==> src/logic/bes_map.vh <==
// Purpose: constants for the erase/suspend host controller: timing, flash codes, register map
// Assumes: 100 MHz clock, byte-wide flash with 64 KB blocks
// Notes: times are in ns; cycle counts derive from them with rounding up
`ifndef BES_MAP_VH
`define BES_MAP_VH

// clock and timing, ns
`define BES_CLK_NS 10
`define BES_T_WP_NS 50
`define BES_T_WC_NS 90
`define BES_T_AA_NS 90
`define BES_T_OD_NS 20
`define BES_T_WB_NS 200
`define BES_T_RS_NS 1000
`define BES_T_RPL_NS 100
// least times round up to whole cycles
`define BES_CYC(t) (((t) + `BES_CLK_NS - 1) / `BES_CLK_NS)
// latency seen by sampled data: the two synchroniser flops plus the sampling flop
`define BES_SYNC_LAT 3

// flash command codes
`define BES_CMD_READ_ARRAY 8'hFF
`define BES_CMD_READ_STATUS 8'h70
`define BES_CMD_CLEAR_STATUS 8'h50
`define BES_CMD_ERASE_SETUP 8'h20
`define BES_CMD_ERASE_CONFIRM 8'hD0
`define BES_CMD_ERASE_SUSPEND 8'hB0

// flash status byte bit positions
`define BES_SR_READY 7
`define BES_SR_SUSP 6
`define BES_SR_ERASE_FAIL 5
`define BES_SR_PROG_FAIL 4
`define BES_SR_SUPPLY 3

// flash geometry
`define BES_AW 21
`define BES_BLK_MSB 20
`define BES_BLK_LSB 16

// controller operations written to the command register
`define BES_OP_NONE 4'h0
`define BES_OP_ERASE 4'h1
`define BES_OP_SUSPEND 4'h2
`define BES_OP_RESUME 4'h3
`define BES_OP_STATUS 4'h4
`define BES_OP_CLEAR 4'h5
`define BES_OP_READ_ARRAY 4'h6
`define BES_OP_READ 4'h7

// error decode values
`define BES_ERR_NONE 3'h0
`define BES_ERR_SUPPLY 3'h1
`define BES_ERR_PROG 3'h2
`define BES_ERR_ERASE 3'h3
`define BES_ERR_SEQ 3'h4

// register byte offsets
`define BES_REG_CMD 8'h00
`define BES_REG_ADDR 8'h04
`define BES_REG_CFG 8'h08
`define BES_REG_STAT 8'h0C
`define BES_REG_DATA 8'h10

// status register fields
`define BES_ST_BUSY 0
`define BES_ST_ERASING 1
`define BES_ST_SUSP 2
`define BES_ST_REFUSED 3
`define BES_ST_NEEDCLR 4
`define BES_ST_RDY 5
`define BES_ST_PD 6
`define BES_ST_SUSPREQ 7
`define BES_ST_ERR_LSB 8
`define BES_ST_SR_LSB 16

// config register fields and reset value
`define BES_CFG_PD 0
`define BES_CFG_RST 1'b0

`endif

==> src/logic/bes_sync2.v <==
// Purpose: two flip-flop synchroniser for flash pin inputs
// Assumes: inputs asynchronous to CLK
// Notes: first stage is read only by the second stage
`timescale 1ns/1ps
module bes_sync2 #(
   parameter W = 8
) (
   // clock and reset
   input wire clk,
   input wire reset,
   // data
   input wire [W-1:0] d,
   output reg [W-1:0] q
);
   reg [W-1:0] meta_reg;

   always @(posedge clk) begin
      if (reset) begin
         meta_reg <= {W{1'b0}};
         q <= {W{1'b0}};
      end else begin
         meta_reg <= d;
         q <= meta_reg;
      end
   end
endmodule

==> src/logic/bes_bus_cycle.v <==
// Purpose: one strobed flash bus cycle, write or read, with pin timing
// Assumes: requester holds req until done; a req still high after done starts the next cycle
// Notes: all pin outputs are flops; address and data held through recovery
`timescale 1ns/1ps
`include "bes_map.vh"
module bes_bus_cycle #(
   parameter AW = 21,
   parameter WP_CYC = 5,
   parameter WH_CYC = 4,
   parameter ACC_CYC = 12,
   parameter OD_CYC = 2
) (
   // clock and reset
   input wire clk,
   input wire reset,
   // request
   input wire req,
   input wire is_write,
   input wire [AW-1:0] addr,
   input wire [7:0] wdata,
   input wire [7:0] dq_sync,
   output wire done,
   output reg [7:0] rdata,
   // pins
   output reg ce_n,
   output reg we_n,
   output reg oe_n,
   output reg [AW-1:0] addr_out,
   output reg [7:0] dq_out,
   output reg dq_oe
);
   localparam ST_IDLE = 3'b001;
   localparam ST_ACT = 3'b010;
   localparam ST_REC = 3'b100;
   localparam [7:0] WP_L = WP_CYC - 1;
   localparam [7:0] WH_L = WH_CYC - 1;
   localparam [7:0] ACC_L = ACC_CYC - 1;
   localparam [7:0] OD_L = OD_CYC - 1;

   reg [2:0] state_reg;
   reg [7:0] cnt_reg;
   reg write_reg;

   assign done = (state_reg == ST_REC) && (cnt_reg == 8'h00);

   always @(posedge clk) begin
      if (reset) begin
         state_reg <= ST_IDLE;
         cnt_reg <= 8'h00;
         write_reg <= 1'b0;
         rdata <= 8'h00;
         ce_n <= 1'b1;
         we_n <= 1'b1;
         oe_n <= 1'b1;
         addr_out <= {AW{1'b0}};
         dq_out <= 8'h00;
         dq_oe <= 1'b0;
      end else begin
         case (state_reg)
            ST_IDLE: begin
               if (req) begin
                  // address and data settle with the strobe; low phase covers setup
                  addr_out <= addr;
                  dq_out <= wdata;
                  write_reg <= is_write;
                  dq_oe <= is_write;
                  ce_n <= 1'b0;
                  we_n <= ~is_write;
                  oe_n <= is_write;
                  cnt_reg <= is_write ? WP_L : ACC_L;
                  state_reg <= ST_ACT;
               end
            end
            ST_ACT: begin
               if (cnt_reg == 8'h00) begin
                  ce_n <= 1'b1;
                  we_n <= 1'b1;
                  oe_n <= 1'b1;
                  if (!write_reg) begin
                     rdata <= dq_sync;
                  end
                  cnt_reg <= write_reg ? WH_L : OD_L;
                  state_reg <= ST_REC;
               end else begin
                  cnt_reg <= cnt_reg - 8'h01;
               end
            end
            ST_REC: begin
               // data held past the rising strobe; released only at the end
               if (cnt_reg == 8'h00) begin
                  dq_oe <= 1'b0;
                  state_reg <= ST_IDLE;
               end else begin
                  cnt_reg <= cnt_reg - 8'h01;
               end
            end
            default: begin
               state_reg <= ST_IDLE;
            end
         endcase
      end
   end
endmodule

==> src/logic/bes_host_top.v <==
// Purpose: APB-programmed host that drives block erase, suspend and status on a flash
// Assumes: flash pins on a byte bus; one 100 MHz clock; APB slave with no wait states
// Notes: host tracks the flash mode and refuses commands the flash must not see
`timescale 1ns/1ps
`include "bes_map.vh"

// What this block does
// - erase starts with setup code 20H, address ignored.
// - second write is confirm D0H with an address inside the block.
// - during erase only erase suspend may be written; the host also writes resume D0H once a suspend is requested.
// - in suspend only read array, resume and read status are written.
// - suspended, array reads must stay outside the erasing block.
// - keep supply and reset-powerdown unchanged through a suspend.
// - error flags valid once ready flag set; only 50H clears them; the host also clears them in reset-powerdown.
// - power-up: strobes high and reset-powerdown pulsed high-low-high; the host holds it low from reset and raises it after T_RPL_CYC cycles.
// - after a supply flag, clear status before another erase.
// - read array code FFH leaves status mode.
// - D0H also resumes a suspended erase.
// - status bit 7 is ready; host polls it for flag validity.
module bes_host_top #(
   parameter AW = `BES_AW,
   parameter T_WB_CYC = `BES_CYC(`BES_T_WB_NS),
   parameter T_RS_CYC = `BES_CYC(`BES_T_RS_NS),
   parameter T_RPL_CYC = `BES_CYC(`BES_T_RPL_NS)
) (
   // clock and reset
   input wire CLK,
   input wire RESET,
   // apb slave
   input wire PSEL,
   input wire PENABLE,
   input wire PWRITE,
   input wire [7:0] PADDR,
   input wire [31:0] PWDATA,
   output reg [31:0] PRDATA,
   output wire PREADY,
   output wire PSLVERR,
   // flash strobes
   output wire FLASH_CE_N,
   output wire FLASH_WE_N,
   output wire FLASH_OE_N,
   output reg FLASH_RESET_POWERDOWN_N,
   input wire FLASH_READY_BUSY,
   // flash address and data pins
   output wire [AW-1:0] FLASH_ADDR,
   input wire [7:0] FLASH_DATA_I,
   output wire [7:0] FLASH_DATA_O,
   output wire FLASH_DATA_OE
);
   localparam S_IDLE = 8'b00000001;
   localparam S_W1 = 8'b00000010;
   localparam S_W2 = 8'b00000100;
   localparam S_RD = 8'b00001000;
   localparam S_WAIT = 8'b00010000;
   localparam S_PDN = 8'b00100000;
   localparam S_RPL = 8'b01000000;
   localparam S_RS = 8'b10000000;
   localparam [15:0] WB_L = T_WB_CYC - 1;
   localparam [15:0] RS_L = T_RS_CYC - 1;
   localparam [15:0] RPL_L = T_RPL_CYC - 1;

   reg [7:0] state_reg, state_next;
   reg [15:0] cnt_reg;
   reg [3:0] op_reg;
   reg [7:0] code1_reg;
   reg has2_reg, rd_after_reg, wait_after_reg;
   reg [AW-1:0] addr_reg;
   reg [4:0] erase_blk_reg;
   reg cfg_pd_reg;
   reg mode_status_reg, erasing_reg, suspended_reg, suspend_req_reg;
   reg needs_clear_reg, refused_reg;
   reg [2:0] err_reg;
   reg [7:0] srd_reg, rdata_reg;

   wire [7:0] dq_sync;
   wire rdy_sync;
   wire eng_done;
   wire [7:0] eng_rdata;
   wire eng_req = (state_reg == S_W1) || (state_reg == S_W2) || (state_reg == S_RD);
   wire eng_write = (state_reg == S_W1) || (state_reg == S_W2);
   wire [7:0] eng_wdata = (state_reg == S_W2) ? `BES_CMD_ERASE_CONFIRM : code1_reg;

   // apb decode
   wire setup = PSEL && !PENABLE;
   wire access = PSEL && PENABLE;
   wire [7:0] word_addr = {PADDR[7:2], 2'b00};
   wire hit = (word_addr == `BES_REG_CMD) || (word_addr == `BES_REG_ADDR) ||
      (word_addr == `BES_REG_CFG) || (word_addr == `BES_REG_STAT) ||
      (word_addr == `BES_REG_DATA);
   wire wr_cmd = access && PWRITE && (word_addr == `BES_REG_CMD);
   wire wr_addr = access && PWRITE && (word_addr == `BES_REG_ADDR);
   wire wr_cfg = access && PWRITE && (word_addr == `BES_REG_CFG);
   wire [3:0] new_op = PWDATA[3:0];
   wire in_block = (addr_reg[`BES_BLK_MSB:`BES_BLK_LSB] == erase_blk_reg);
   wire idle_ok = (state_reg == S_IDLE) && !cfg_pd_reg;
   wire accept = wr_cmd && idle_ok && op_allowed(new_op, erasing_reg, suspended_reg,
      suspend_req_reg, needs_clear_reg, mode_status_reg, in_block);
   // pd changes are held off while an erase is live or suspended
   wire cfg_ok = !erasing_reg;
   wire refuse = (wr_cmd && !accept) || (wr_addr && (state_reg != S_IDLE)) ||
      (wr_cfg && !cfg_ok);
   wire rd_done = (state_reg == S_RD) && eng_done;

   assign PREADY = 1'b1;
   assign PSLVERR = access && !hit;

   // which operations the flash may be given in its present mode
   function op_allowed;
      input [3:0] op;
      input erasing, susp, susp_req, need_clr, stat_mode, blk;
      begin
         case (op)
            `BES_OP_ERASE: op_allowed = !erasing && !need_clr;
            `BES_OP_SUSPEND: op_allowed = erasing && !susp && !susp_req;
            `BES_OP_RESUME: op_allowed = susp || susp_req;
            `BES_OP_STATUS: op_allowed = !erasing || susp;
            `BES_OP_CLEAR: op_allowed = !erasing;
            `BES_OP_READ_ARRAY: op_allowed = !erasing || susp;
            `BES_OP_READ: op_allowed = !(susp && !stat_mode && blk);
            default: op_allowed = 1'b0;
         endcase
      end
   endfunction

   // status flag decode, sequencing error checked first
   function [2:0] err_decode;
      input [7:0] sr;
      begin
         if (sr[`BES_SR_ERASE_FAIL] && sr[`BES_SR_PROG_FAIL] && !sr[`BES_SR_SUPPLY]) begin
            err_decode = `BES_ERR_SEQ;
         end else if (sr[`BES_SR_ERASE_FAIL]) begin
            err_decode = `BES_ERR_ERASE;
         end else if (sr[`BES_SR_PROG_FAIL]) begin
            err_decode = `BES_ERR_PROG;
         end else if (sr[`BES_SR_SUPPLY]) begin
            err_decode = `BES_ERR_SUPPLY;
         end else begin
            err_decode = `BES_ERR_NONE;
         end
      end
   endfunction

   bes_sync2 #(.W(9)) u_sync (
      .clk(CLK),
      .reset(RESET),
      .d({FLASH_READY_BUSY, FLASH_DATA_I}),
      .q({rdy_sync, dq_sync})
   );

   bes_bus_cycle #(
      .AW(AW),
      .WP_CYC(`BES_CYC(`BES_T_WP_NS)),
      .WH_CYC(`BES_CYC(`BES_T_WC_NS) - `BES_CYC(`BES_T_WP_NS)),
      .ACC_CYC(`BES_CYC(`BES_T_AA_NS) + `BES_SYNC_LAT),
      .OD_CYC(`BES_CYC(`BES_T_OD_NS))
   ) u_cycle (
      .clk(CLK),
      .reset(RESET),
      .req(eng_req),
      .is_write(eng_write),
      .addr(addr_reg),
      .wdata(eng_wdata),
      .dq_sync(dq_sync),
      .done(eng_done),
      .rdata(eng_rdata),
      .ce_n(FLASH_CE_N),
      .we_n(FLASH_WE_N),
      .oe_n(FLASH_OE_N),
      .addr_out(FLASH_ADDR),
      .dq_out(FLASH_DATA_O),
      .dq_oe(FLASH_DATA_OE)
   );

   // sequencer next state
   always @* begin
      state_next = state_reg;
      case (state_reg)
         S_IDLE: begin
            if (cfg_pd_reg) begin
               state_next = S_PDN;
            end else if (accept) begin
               state_next = (new_op == `BES_OP_READ) ? S_RD : S_W1;
            end
         end
         S_W1: begin
            if (eng_done) begin
               if (has2_reg) begin
                  state_next = S_W2;
               end else if (rd_after_reg) begin
                  state_next = S_RD;
               end else if (wait_after_reg) begin
                  state_next = S_WAIT;
               end else begin
                  state_next = S_IDLE;
               end
            end
         end
         S_W2: if (eng_done) state_next = S_WAIT;
         S_RD: if (eng_done) state_next = S_IDLE;
         S_WAIT: if (cnt_reg == 16'h0000) state_next = S_IDLE;
         S_PDN: if (!cfg_pd_reg) state_next = S_RS;
         S_RPL: if (cnt_reg == 16'h0000) state_next = S_RS;
         S_RS: if (cnt_reg == 16'h0000) state_next = S_IDLE;
         default: state_next = S_IDLE;
      endcase
   end

   // sequencer, pins and counters
   always @(posedge CLK) begin
      if (RESET) begin
         state_reg <= S_RPL;
         cnt_reg <= RPL_L;
         FLASH_RESET_POWERDOWN_N <= 1'b0;
         op_reg <= `BES_OP_NONE;
         code1_reg <= `BES_CMD_READ_ARRAY;
         has2_reg <= 1'b0;
         rd_after_reg <= 1'b0;
         wait_after_reg <= 1'b0;
      end else begin
         state_reg <= state_next;
         if (state_next != state_reg) begin
            case (state_next)
               S_WAIT: cnt_reg <= WB_L; // status is stale until the busy delay
               S_RS: cnt_reg <= RS_L;
               default: cnt_reg <= cnt_reg;
            endcase
         end else if (cnt_reg != 16'h0000) begin
            cnt_reg <= cnt_reg - 16'h0001;
         end
         // engine idle keeps strobes high while the pin pulses
         FLASH_RESET_POWERDOWN_N <= !(state_next == S_PDN || state_next == S_RPL);
         if (accept) begin
            op_reg <= new_op;
            has2_reg <= (new_op == `BES_OP_ERASE);
            rd_after_reg <= (new_op == `BES_OP_STATUS);
            wait_after_reg <= (new_op == `BES_OP_SUSPEND) || (new_op == `BES_OP_RESUME);
            case (new_op)
               `BES_OP_ERASE: code1_reg <= `BES_CMD_ERASE_SETUP;
               `BES_OP_SUSPEND: code1_reg <= `BES_CMD_ERASE_SUSPEND;
               `BES_OP_RESUME: code1_reg <= `BES_CMD_ERASE_CONFIRM;
               `BES_OP_STATUS: code1_reg <= `BES_CMD_READ_STATUS;
               `BES_OP_CLEAR: code1_reg <= `BES_CMD_CLEAR_STATUS;
               default: code1_reg <= `BES_CMD_READ_ARRAY;
            endcase
         end
      end
   end

   // register file and flash mode tracking
   always @(posedge CLK) begin
      if (RESET) begin
         addr_reg <= {AW{1'b0}};
         erase_blk_reg <= 5'h00;
         cfg_pd_reg <= `BES_CFG_RST;
         mode_status_reg <= 1'b0;
         erasing_reg <= 1'b0;
         suspended_reg <= 1'b0;
         suspend_req_reg <= 1'b0;
         needs_clear_reg <= 1'b0;
         refused_reg <= 1'b0;
         err_reg <= `BES_ERR_NONE;
         srd_reg <= 8'h00;
         rdata_reg <= 8'h00;
      end else begin
         if (wr_addr && (state_reg == S_IDLE)) begin
            addr_reg <= PWDATA[AW-1:0];
         end
         if (wr_cfg && cfg_ok) begin
            cfg_pd_reg <= PWDATA[`BES_CFG_PD];
         end
         // a refusal is sticky until the next accepted command
         if (refuse) begin
            refused_reg <= 1'b1;
         end else if (accept) begin
            refused_reg <= 1'b0;
         end
         if (state_reg == S_PDN || state_reg == S_RPL) begin
            // powered-down flash returns cleared and in array mode
            mode_status_reg <= 1'b0;
            needs_clear_reg <= 1'b0;
            err_reg <= `BES_ERR_NONE;
            srd_reg <= 8'h00;
         end else if (accept) begin
            case (new_op)
               `BES_OP_ERASE: begin
                  erasing_reg <= 1'b1;
                  mode_status_reg <= 1'b1;
                  erase_blk_reg <= addr_reg[`BES_BLK_MSB:`BES_BLK_LSB];
               end
               `BES_OP_SUSPEND: begin
                  suspend_req_reg <= 1'b1;
                  mode_status_reg <= 1'b1;
               end
               `BES_OP_RESUME: begin
                  suspended_reg <= 1'b0;
                  suspend_req_reg <= 1'b0;
                  mode_status_reg <= 1'b1;
               end
               `BES_OP_STATUS: mode_status_reg <= 1'b1;
               `BES_OP_CLEAR: begin
                  needs_clear_reg <= 1'b0;
                  err_reg <= `BES_ERR_NONE;
               end
               `BES_OP_READ_ARRAY: mode_status_reg <= 1'b0;
               default: mode_status_reg <= mode_status_reg;
            endcase
         end else if (rd_done) begin
            rdata_reg <= eng_rdata;
            if (mode_status_reg && eng_rdata[`BES_SR_READY]) begin
               srd_reg <= eng_rdata;
               err_reg <= err_decode(eng_rdata);
               needs_clear_reg <= eng_rdata[`BES_SR_SUPPLY];
               if (suspend_req_reg && eng_rdata[`BES_SR_SUSP]) begin
                  suspended_reg <= 1'b1;
                  suspend_req_reg <= 1'b0;
               end else if (!eng_rdata[`BES_SR_SUSP]) begin
                  // ready and not suspended: erase over, flash left in status mode
                  erasing_reg <= 1'b0;
                  suspend_req_reg <= 1'b0;
               end
            end else if (mode_status_reg) begin
               srd_reg <= eng_rdata;
            end
         end
      end
   end

   // read data registered in the setup phase
   always @(posedge CLK) begin
      if (RESET) begin
         PRDATA <= 32'h00000000;
      end else if (setup && !PWRITE) begin
         case (word_addr)
            `BES_REG_CMD: PRDATA <= {28'h0000000, op_reg};
            `BES_REG_ADDR: PRDATA <= {{(32 - AW){1'b0}}, addr_reg};
            `BES_REG_CFG: PRDATA <= {31'h00000000, cfg_pd_reg};
            `BES_REG_STAT: PRDATA <= {8'h00, srd_reg, 5'h00, err_reg, suspend_req_reg,
               (state_reg == S_PDN), rdy_sync, needs_clear_reg, refused_reg,
               suspended_reg, erasing_reg, (state_reg != S_IDLE)};
            `BES_REG_DATA: PRDATA <= {24'h000000, rdata_reg};
            default: PRDATA <= 32'h00000000;
         endcase
      end
   end
endmodule

==> config.mk <==
export PLATFORM = sky130hd
export DESIGN_NAME = bes_host_top
export DESIGN_NICKNAME = d
export VERILOG_FILES = /design/src/logic/bes_sync2.v /design/src/logic/bes_bus_cycle.v /design/src/logic/bes_host_top.v
export VERILOG_INCLUDE_DIRS = /design/src /design/src/logic
export SDC_FILE = /design/constraint.sdc
export NUM_CORES = 1
export LEC_CHECK = 0
export BUFFER_PORTS_ARGS = -buffer_cell sky130_fd_sc_hd__buf_2
export CORE_UTILIZATION = 40
export CTS_BUF_LIST = sky130_fd_sc_hd__clkbuf_8
export DETAILED_ROUTE_END_ITERATION = 8
export SETUP_SLACK_MARGIN = 0.4
export SLEW_MARGIN = 20
export SYNTH_ARGS = -nofsm -noshare
export SYNTH_HDL_FRONTEND = slang
export SYNTH_SLANG_ARGS = --single-unit
export TNS_END_PERCENT = 30
==> constraint.sdc <==
create_clock -name CLK -period 4.47 [get_ports CLK]
set_input_delay 0.6705 -clock CLK [delete_from_list [all_inputs] [get_ports CLK]]
set_output_delay 0.6705 -clock CLK [all_outputs]
set_load 0.01 [all_outputs]
==> results of run 1 <==
per-layer routing:
layer	GRT usage, %	wire length, um	vias up
li1	-	-	3402
met5	0	0	-
met3	3.77	1050	19
met2	30.3	8680	175
met4	5.49	255	0
met1	29.6	10000	3238
per-stage QoR:
step | hold WS, ps | worst slack, ps | power (W) | instances
2_1_floorplan | 414 | 1560 | 0.00232 | 951
3_3_place_gp | 420 | 1030 | 0.00243 | 1254
3_5_place_dp | 423 | 1040 | 0.00244 | 1254
4_1_cts | 373 | 1160 | 0.00355 | 1286
5_1_grt | 403 | 984 | 0.00370 | 1286
6_report | 404 | 1180 | 0.00352 | 1286
cell families (layout without fill, tap and decap cells):
logic type | count (synthesis) | after routing | share of synthesized area (%)
compound gates | 190 | 190 | 16.0
mux | 44 | 44 | 5.59
buf+inv | 87 | 157 | 5.05
other cells | 2 | 9 | 0.0950
flops | 181 | 181 | 45.8
xor+xnor | 13 | 13 | 1.44
simple gates | 424 | 424 | 25.6
fa+ha+maj | 3 | 3 | 0.443
power groups by stage:
stage	Clock (W)	Combinational, W	Sequential [W]
floorplan	0	0.000574	0.00175
global placement	0	0.000674	0.00176
detailed placement	0	0.000679	0.00176
CTS	0.00115	0.000682	0.00172
global route	0.00121	0.000752	0.00174
finish	0.00111	0.000684	0.00173
layout by cell type, fill, tap and decap left out, types with 7 or more instances in the layout:
master,Yosys,layout
a21oi_1,87,87
a22oi_1,17,17
buf_2,7,98
buf_4,13,13
clkbuf_8,0,20
conb_1,2,9
dfxtp_1,181,181
inv_1,13,13
mux2i_1,43,43
nand2_1,166,166
nand2b_1,17,17
nand3_1,28,28
nor2_1,94,94
nor2b_1,27,27
nor3_1,27,26
nor3b_1,8,7
nor4_1,10,10
o2111ai_1,7,7
o21ai_0,20,19
or3_1,10,10
xnor2_1,7,7
layout make-up:
cell class                      instances  share of cell area (%)
Clock inverter                         12                    1.31
Multi-Input combinational cell        683                    44.0
Inverter                               14                   0.590
Timing Repair Buffer                  111                    6.60
Tap cell                              265                    3.72
Clock buffer                           20                    3.09
Sequential cell                       181                    40.7
worst paths after layout:
check                  endpoint
max                  cnt_reg[3]
min          u_sync.meta_reg[2]
max reg2reg          cnt_reg[3]
min reg2reg        u_cycle.ce_n
==> reports/metrics.csv, run 1 <==
stage,metric,value,unit
finish,fin area,8910,um^2
critical_path,worst path arrival time,3660,ps
sta,Finish-stage setup viols,0,
clocking,CTS sink count,181,
floorplanning,initial core utilization,40.8,%
placed_design,post-DP HPWL,13900,um
critical_path,critical path's largest stage delay,760,ps
sta,Slew @ Worst Pin,1020,ps
synthesis,cell area after synthesis,7910,um^2
clocking,setup bufs post-CTS,0,
route,DRT Pass-1 Iters,5,
finish,fin nets,1064,
sta,max_slew headroom,31.8,%
placed_design,number of port buffers,99,
synthesis,sequential share of the synthesized area,45.8,%
grt,largest net degree at the start of global routing,95,
sta,Tmin final,3290,ps
grt,antenna violations before repair,0,
critical_path,"Data required, critical path",4830,ps
sta,"Slew Viols, Final",0,
pwr,static leakage,3.39,nW
grt,vias in the first global route,6052,
finish,Fillers,1941,
finish,diode count,0,
critical_path,critical path class,reg2reg,
synthesis,Mean Syn Cell Area,8.37,um^2
finish,layout cells sized above 1,16.1,%
critical_path,CP startpoint,u_cycle.cnt_reg[3],
synthesis,number of flops mapped to enable cells by yosys,0,
pwr,VDD IR max,0.194,mV
synthesis,Most used DFF post-synth,dfxtp_1,
worst_hold_path,cell depth of the worst hold path,2,
finish,register area,3620,um^2
synthesis,Netlist cell types,72,
pwr,NetSw,0.00109,W
synthesis,top-area cell type share of the netlist area,45.8,%
critical_path,cell depth of the worst setup path,6,
critical_path,family with the most delay on the worst path,simple AND/OR/NAND/NOR gates,
synthesis,post-synth top area cell,dfxtp_1,
sta,Hold Fails Final Rpt,0,
critical_path,Worst R2R Setup Slack,1180,ps
clocking,CTS Hold Bufs,0,
pwr,Logic pwr share,19.4,%
grt,first-pass GRT wire length,32200,um
placed_design,DP Area,8510,um^2
critical_path,critical path endpoint category,flip-flop,
synthesis,top post-synthesis cells by area,"dfxtp_1 46%, nand2_1 7.9%, a21oi_1 5.5%, mux2i_1 5.4%, nor2_1 4.5%",
grt,GRT Overall Usage,20.3,%
synthesis,Synth Warn #,0,
critical_path,startpoint types,flip-flop,
pwr,P_int,0.00243,W
synthesis,Post-synth top cells,"181 x dfxtp_1, 166 x nand2_1, 94 x nor2_1",
critical_path,R2R Path Start,u_cycle.cnt_reg[3],
floorplanning,Die Y,143,um
route,drt wl/cell,15.6,um
clocking,clk slew on worst S/H paths,100,ps
placed_design,Placer Congestion,0.816,
worst_hold_path,Hold Crit Start,FLASH_DATA_I[2],
pwr,pwr dens,395,nW/um^2
route,routed wire length,20000,um
worst_hold_path,worst hold path type,in2reg,
synthesis,"count leader, synth",dfxtp_1,
pwr,Switching Share,31.1,%
grt,Congestion Overflow GR,0,
synthesis,asr flop ratio synth,0,%
clocking,Inserted Clock Buffers,17,
clocking,clk buf depth,2,
critical_path,CP max-delay cell,or4b_1,
clocking,H-tree level count,4,
clocking,Worst-Skew Late Latency,470,ps
pwr,clock share of power,31.6,%
route,DRC Markers,0,
route,DR vias/cell,5.31,
finish,multi-input logic area,3920,um^2
clocking,root buffer cell,clkbuf_8,
floorplanning,total core area,19400,um^2
clocking,CTS tree,yes,
finish,fin util,45.9,%
flow_run,MaxCap Viol Count,0,
sta,total negative slack,0,ps
critical_path,Bufs and invs on worst path,0,
route,antenna-violating nets left,0,
clocking,post_cts resized,0,
critical_path,CP Cell Sequence,or4_1 -> or4b_1 -> a221oi_4 -> o21ai_2 -> and2_4 -> a221o_1,
sta,Fmax,303,MHz
sta,period utilization,73.7,%
route,DR iter-0 viols,517,
floorplanning,IO Pins,122,
floorplanning,Die ar.,20300,um^2
floorplanning,num rows,51,
critical_path,worst-path maximum fanout,12,
floorplanning,Die W,143,um
sta,RSZ-0062 raised after global routing,no,
outcome,outcome,"finished, final reports clean",
synthesis,Post-Synthesis Cells,944,
finish,synth-to-layout area growth,12.7,%
synthesis,register bit total from synthesis,181,
critical_path,Reg2Reg Depth,6,
finish,Largest register FFs,24,
route,vias,6834,
sta,Fin Clk Skew,12.9,ps
pwr,power share of the sequential group,49.0,%
(Power assumes the default switching activity.)
==> inputs of run 2 (changes only) <==
==> constraint.sdc (replaced) <==
create_clock -name CLK -period 3.1 [get_ports CLK]
set_input_delay 0.465 -clock CLK [delete_from_list [all_inputs] [get_ports CLK]]
set_output_delay 0.465 -clock CLK [all_outputs]
set_load 0.01 [all_outputs]
==> reports/metrics.csv, run 2 (synthesized netlist as in run 1, its figures left out) <==
stage,metric,value,unit,change
placed_design,pre-CTS setup slack,131,ps,-911 ps
critical_path,"Data required, critical path",3500,ps,-1330 ps
critical_path,CP startpoint,state_reg[6],,
sta,hold slack,201,ps,-203 ps
critical_path,worst-path maximum fanout,5,,-7
finish,fin nets,1109,,+4.2%
route,antenna-violating nets left,0,,unchanged
critical_path,worst path arrival time,3110,ps,-550 ps
floorplanning,IO Pins,122,,unchanged
clocking,clk buf depth,2,,unchanged
sta,Fmax,370,MHz,+22%
floorplanning,Die W,143,um,unchanged
floorplanning,Die Y,143,um,unchanged
clocking,CTS sink count,181,,unchanged
finish,"commonest cells after routing, fill and taps aside","178 x dfxtp_1, 166 x nand2_1, 98 x buf_2",,
route,drt wl/cell,15.6,um,-0.18%
critical_path,critical path class,reg2reg,,
clocking,CTS tree,yes,,
worst_hold_path,Hold Crit Start,FLASH_DATA_I[0],,
finish,fin util,49.0,%,+3.1 points
floorplanning,initial core utilization,40.8,%,unchanged
critical_path,startpoint types,flip-flop,,
sta,Hold Fails Final Rpt,0,,unchanged
clocking,root buffer cell,clkbuf_8,,
finish,"commonest non-fill, non-tap cell in the layout",dfxtp_1,,
grt,first-pass GRT wire length,32100,um,-0.19%
placed_design,Placer Congestion,0.818,,+0.27%
route,DRT Pass-1 Iters,5,,unchanged
sta,Slew @ Worst Pin,770,ps,-253 ps
critical_path,R2R Path Start,state_reg[6],,
critical_path,critical path endpoint category,flip-flop,,
clocking,Worst-Skew Late Latency,470,ps,about the same
route,DR iter-0 viols,511,,-1.2%
sta,"Slew Viols, Final",0,,unchanged
sta,max_slew headroom,48.6,%,+17 points
floorplanning,total core area,19400,um^2,unchanged
sta,fin worst setup slack,394,ps,-781 ps
clocking,H-tree level count,4,,unchanged
pwr,static leakage,3.67,nW,+8.2%
route,DRC Markers,0,,unchanged
critical_path,CP max-delay cell,or4_4,,
sta,total negative slack,0,ps,unchanged
grt,antenna violations before repair,2,,+2
floorplanning,num rows,51,,unchanged
critical_path,CP Cell Sequence,or4_4 -> or4_4 -> or3_4 -> nand3_4 -> buf_6 -> nand3_2 -> mux2i_1 -> mux2i_1,,
critical_path,critical path's largest stage delay,590,ps,-170 ps
placed_design,number of port buffers,99,,unchanged
clocking,clk slew on worst S/H paths,100,ps,about the same
route,vias,6980,,+2.1%
flow_run,MaxCap Viol Count,0,,unchanged
floorplanning,Die ar.,20300,um^2,unchanged
route,DR vias/cell,5.24,,-1.5%
clocking,Inserted Clock Buffers,17,,unchanged
clocking,CTS Hold Bufs,0,,unchanged
grt,Congestion Overflow GR,0,,unchanged
placed_design,post-DP HPWL,14100,um,+0.86%
sta,Fin Clk Skew,17.7,ps,+4.78 ps
pwr,VDD IR max,0.311,mV,+61%
sta,RSZ-0062 raised after global routing,yes,,
sta,Tmin final,2710,ps,-589 ps
worst_hold_path,worst hold path type,in2reg,,
grt,vias in the first global route,6095,,+0.71%
finish,synth-to-layout area growth,20.2,%,
grt,largest net degree at the start of global routing,155,,+63%
finish,Largest register FFs,24,,unchanged
sta,Finish-stage setup viols,0,,unchanged
sta,period utilization,87.3,%,+14 points
route,routed wire length,20700,um,+3.5%
finish,layout cells sized above 1,21.5,%,+5.4 points
pwr,pwr dens,583,nW/um^2,+47%
outcome,outcome,"finished, final reports clean",,
grt,GRT Overall Usage,20.3,%,+0.064 points
run 2: cell types whose count changed in the layout (fill, tap and decap cells not counted), moves of 3 or more:
cell and delta:
buf_4 +35, nand3_1 -3, clkinv_2 -3, buf_6 +4, buf_12 +4, dfxtp_1 -3
inv_6 -3
run 2: area by class of cell:
| class | count | area [um^2] |
|---|---|---|
| inverters | 14 | 52.6 |
| flip-flops and latches | 181 | 3630 |
| fillers | 1957 | 9900 |
| diodes | 2 | 5.00 |
| repair buffers | 155 | 1000 |
| clock inverters | 13 | 169 |
| clock buffers | 19 | 262 |
| multi-input cells | 684 | 4050 |
| well taps | 265 | 332 |
run 2: worst max-delay path, delay by kind of cell, from the launching register on:
family	cells	cell delay, ps
buf+inv	1	140
flops	1	360
mux	2	370
simple gates	5	1760
run 2: per-layer routing:
metal / up-vias / track usage (%) / wire length, um
li1: 3507 / - / -
met1: 3270 / 29.6 / 10300
met2: 183 / 29.4 / 9120
met3: 20 / 4.07 / 1020
met4: 0 / 7.58 / 255
met5: - / 0 / 0
run 2: final timing paths:
| path | to | slack, ps | cells after the start |
|---|---|---|---|
| setup / recovery | cnt_reg[11] | 390 | 8 |
| hold / removal | u_sync.meta_reg[0] | 200 | 2 |
| setup reg to reg | cnt_reg[11] | 390 | 8 |
| hold reg to reg | u_sync.q[3] | 440 | 1 |
run 2: metrics by stage:
stage,std cells,area (um^2),power (W)
after detailed placement,1283,8760,0.00362
after global placement,1283,8760,0.00361
after CTS,1323,9350,0.00545
final,1333,9500,0.00554
after global routing,1333,9500,0.00578
after floorplan,951,7940,0.00335
run 2: power by group:
| group | internal, W | switching (W) | leakage (nW) |
|---|---|---|---|
| Clock | 0.000789 | 0.000926 | 0.211 |
| Sequential | 0.00241 | 0.0000742 | 1.47 |
| Combinational | 0.000602 | 0.000736 | 1.99 |
| Total | 0.00380 | 0.00174 | 3.67 |
run 2: timing repair:
| action | CTS | global route |
|---|---|---|
| gates cloned | 0 | 2 |
| pin swaps | 8 | 14 |
| setup endpoints to repair | 28 | 37 |
| setup buffers | 8 | 6 |
| resized for setup | 19 | 10 |
==> inputs of run 3 (changes only) <==
--- a/config.mk
+++ b/config.mk
@@ -7,7 +7,7 @@
 export NUM_CORES = 1
 export LEC_CHECK = 0
 export BUFFER_PORTS_ARGS = -buffer_cell sky130_fd_sc_hd__buf_2
-export CORE_UTILIZATION = 40
+export CORE_UTILIZATION = 31
 export CTS_BUF_LIST = sky130_fd_sc_hd__clkbuf_8
 export DETAILED_ROUTE_END_ITERATION = 8
 export SETUP_SLACK_MARGIN = 0.4
==> reports/metrics.csv, run 3 (synthesized netlist as in run 1, its figures left out) <==
stage,metric,value,unit,change
outcome,outcome,"finished, final reports clean",,
sta,Slew @ Worst Pin,807,ps,+36.3 ps
critical_path,startpoint types,flip-flop,,
finish,"commonest cells after routing, fill and taps aside","171 x dfxtp_1, 166 x nand2_1, 98 x buf_2",,
sta,RSZ-0062 raised after global routing,yes,,
clocking,root buffer cell,clkbuf_8,,
grt,GRT Overall Usage,16.3,%,-4.0 points
floorplanning,initial core utilization,31.5,%,-9.3 points
pwr,Switching Share,30.8,%,-0.55 points
sta,Hold Fails Final Rpt,0,,unchanged
worst_hold_path,cell depth of the worst hold path,2,,unchanged
critical_path,critical path's largest stage delay,580,ps,about the same
placed_design,Placer Congestion,0.832,,+1.8%
finish,fin area,9770,um^2,+2.8%
finish,Fillers,2601,,+33%
pwr,static leakage,3.73,nW,+1.7%
critical_path,R2R Path Start,u_cycle.cnt_reg[4],,
floorplanning,IO Pins,122,,unchanged
clocking,Inserted Clock Buffers,17,,unchanged
finish,"commonest non-fill, non-tap cell in the layout",dfxtp_1,,
pwr,NetSw,0.00176,W,+1.2%
critical_path,CP max-delay cell,or4b_4,,
critical_path,"Data required, critical path",3460,ps,-40 ps
pwr,power share of the sequential group,43.7,%,-1.2 points
finish,fin util,38.9,%,-10 points
route,DRC Markers,0,,unchanged
sta,Fin Clk Skew,21.2,ps,+3.55 ps
pwr,clock share of power,29.7,%,-1.3 points
floorplanning,Die ar.,26100,um^2,+29%
finish,layout cells sized above 1,23.4,%,+1.9 points
finish,fin nets,1120,,+0.99%
grt,vias in the first global route,6310,,+3.5%
finish,Largest register FFs,24,,unchanged
route,routed wire length,21500,um,+3.6%
flow_run,MaxCap Viol Count,0,,unchanged
grt,first-pass GRT wire length,33800,um,+5.2%
sta,Tmin final,2660,ps,-43.8 ps
route,DR vias/cell,4.97,,-5.1%
clocking,CTS sink count,181,,unchanged
placed_design,post-DP HPWL,14500,um,+3.4%
sta,total negative slack,0,ps,unchanged
finish,multi-input logic area,4140,um^2,+2.3%
pwr,P_int,0.00395,W,+3.8%
finish,synth-to-layout area growth,23.5,%,
pwr,Logic pwr share,26.6,%,+2.5 points
clocking,CTS tree,yes,,
sta,period utilization,85.9,%,-1.4 points
critical_path,reg-to-reg endpoint,cnt_reg[2],,
clocking,CTS Hold Bufs,0,,unchanged
sta,Fmax,376,MHz,+1.6%
worst_hold_path,worst hold path type,in2reg,,
clocking,clk slew on worst S/H paths,100,ps,about the same
critical_path,critical path class,reg2reg,,
pwr,pwr dens,584,nW/um^2,+0.21%
critical_path,worst path arrival time,3020,ps,-90 ps
sta,"Slew Viols, Final",0,,unchanged
finish,register area,3640,um^2,+0.31%
placed_design,number of port buffers,99,,unchanged
grt,largest net degree at the start of global routing,155,,unchanged
route,DR iter-0 viols,617,,+21%
worst_hold_path,WHS Endpoint,u_sync.meta_reg[5],,
route,drt wl/cell,15.2,um,-2.0%
floorplanning,total core area,25100,um^2,+29%
critical_path,CP Cell Sequence,or4_4 -> or4b_4 -> a221oi_4 -> o21ai_4 -> buf_4 -> mux2i_1 -> a32o_1,,
sta,hold slack,203,ps,+2.52 ps
critical_path,worst-path maximum fanout,5,,unchanged
grt,antenna violations before repair,4,,+2
grt,Congestion Overflow GR,0,,unchanged
sta,Finish-stage setup viols,0,,unchanged
worst_hold_path,Hold Crit Start,FLASH_DATA_I[5],,
clocking,Worst-Skew Late Latency,470,ps,about the same
route,vias,7006,,+0.37%
floorplanning,num rows,58,,+14%
clocking,H-tree level count,4,,unchanged
sta,max_slew headroom,46.2,%,-2.4 points
floorplanning,Die Y,162,um,+13%
pwr,total power,0.00571,W,+3.0%
clocking,clk buf depth,2,,unchanged
critical_path,critical path endpoint category,flip-flop,,
critical_path,Worst R2R Setup Slack,440,ps,+40 ps
route,DRT Pass-1 Iters,5,,unchanged
placed_design,DP Area,8800,um^2,+0.40%
pwr,VDD IR max,0.245,mV,-21%
route,antenna-violating nets left,0,,unchanged
floorplanning,Die W,162,um,+13%
critical_path,Reg2Reg Depth,7,,-1
-- run 3: final cells by class --
type / count / share of cell area [%]
sequential: 181 / 37.3
multi-input combinational: 685 / 42.4
clock buffer: 17 / 2.40
timing repair buffer: 165 / 11.2
inverter: 14 / 0.538
clock inverter: 15 / 1.84
tap: 330 / 4.23
antenna: 3 / 0.0769
-- run 3: worst max-delay path: cells and delay by family (launching register included) --
family / cells / cell delay (ps)
DFF: 1 / 340
and+or+nand+nor: 2 / 1120
AOI/OAI and AO/OA: 3 / 820
muxes: 1 / 110
buffers and inverters: 1 / 160
-- run 3: worst max path at each step --
stage	start	endpoint	depth (start not counted)
floorplan	u_cycle.cnt_reg[3]	cnt_reg[2]	8
global placement	state_reg[7]	erase_blk_reg[4]	8
detailed placement	state_reg[7]	erase_blk_reg[3]	8
CTS	addr_reg[20]	cnt_reg[12]	11
global route	state_reg[6]	cnt_reg[10]	10
finish	u_cycle.cnt_reg[4]	cnt_reg[2]	7
-- run 3: metal layers --
metal	vias up	wire [um]	global-route usage [%]
li1	3520	-	-
met1	3302	10600	24.0
met2	166	9510	23.7
met3	16	1220	3.63
met4	2	191	4.29
met5	-	13	0
-- run 3: power by group through the flow --
| stage | combinational, W | clock [W] | sequential [W] |
|---|---|---|---|
| 3_5_place_dp | 0.00108 | 0 | 0.00254 |
| 5_1_grt | 0.00163 | 0.00183 | 0.00251 |
| 4_1_cts | 0.00119 | 0.00173 | 0.00249 |
| 3_3_place_gp | 0.00107 | 0 | 0.00254 |
| 6_report | 0.00152 | 0.00169 | 0.00250 |
| 2_1_floorplan | 0.000827 | 0 | 0.00252 |
-- run 3: repair_timing --
item | in CTS | in global routing
pin swaps | 7 | 13
gates resized for setup | 18 | 36
setup endpoints to repair | 33 | 31
buffers inserted | 10 | 20
cloned | 1 | 3
-- run 3: per-stage QoR --
step	std cells	setup slack [ps]
floorplan	951	395
global placement	1341	181
detailed placement	1341	157
CTS	1384	389
global route	1410	295
finish	1410	437
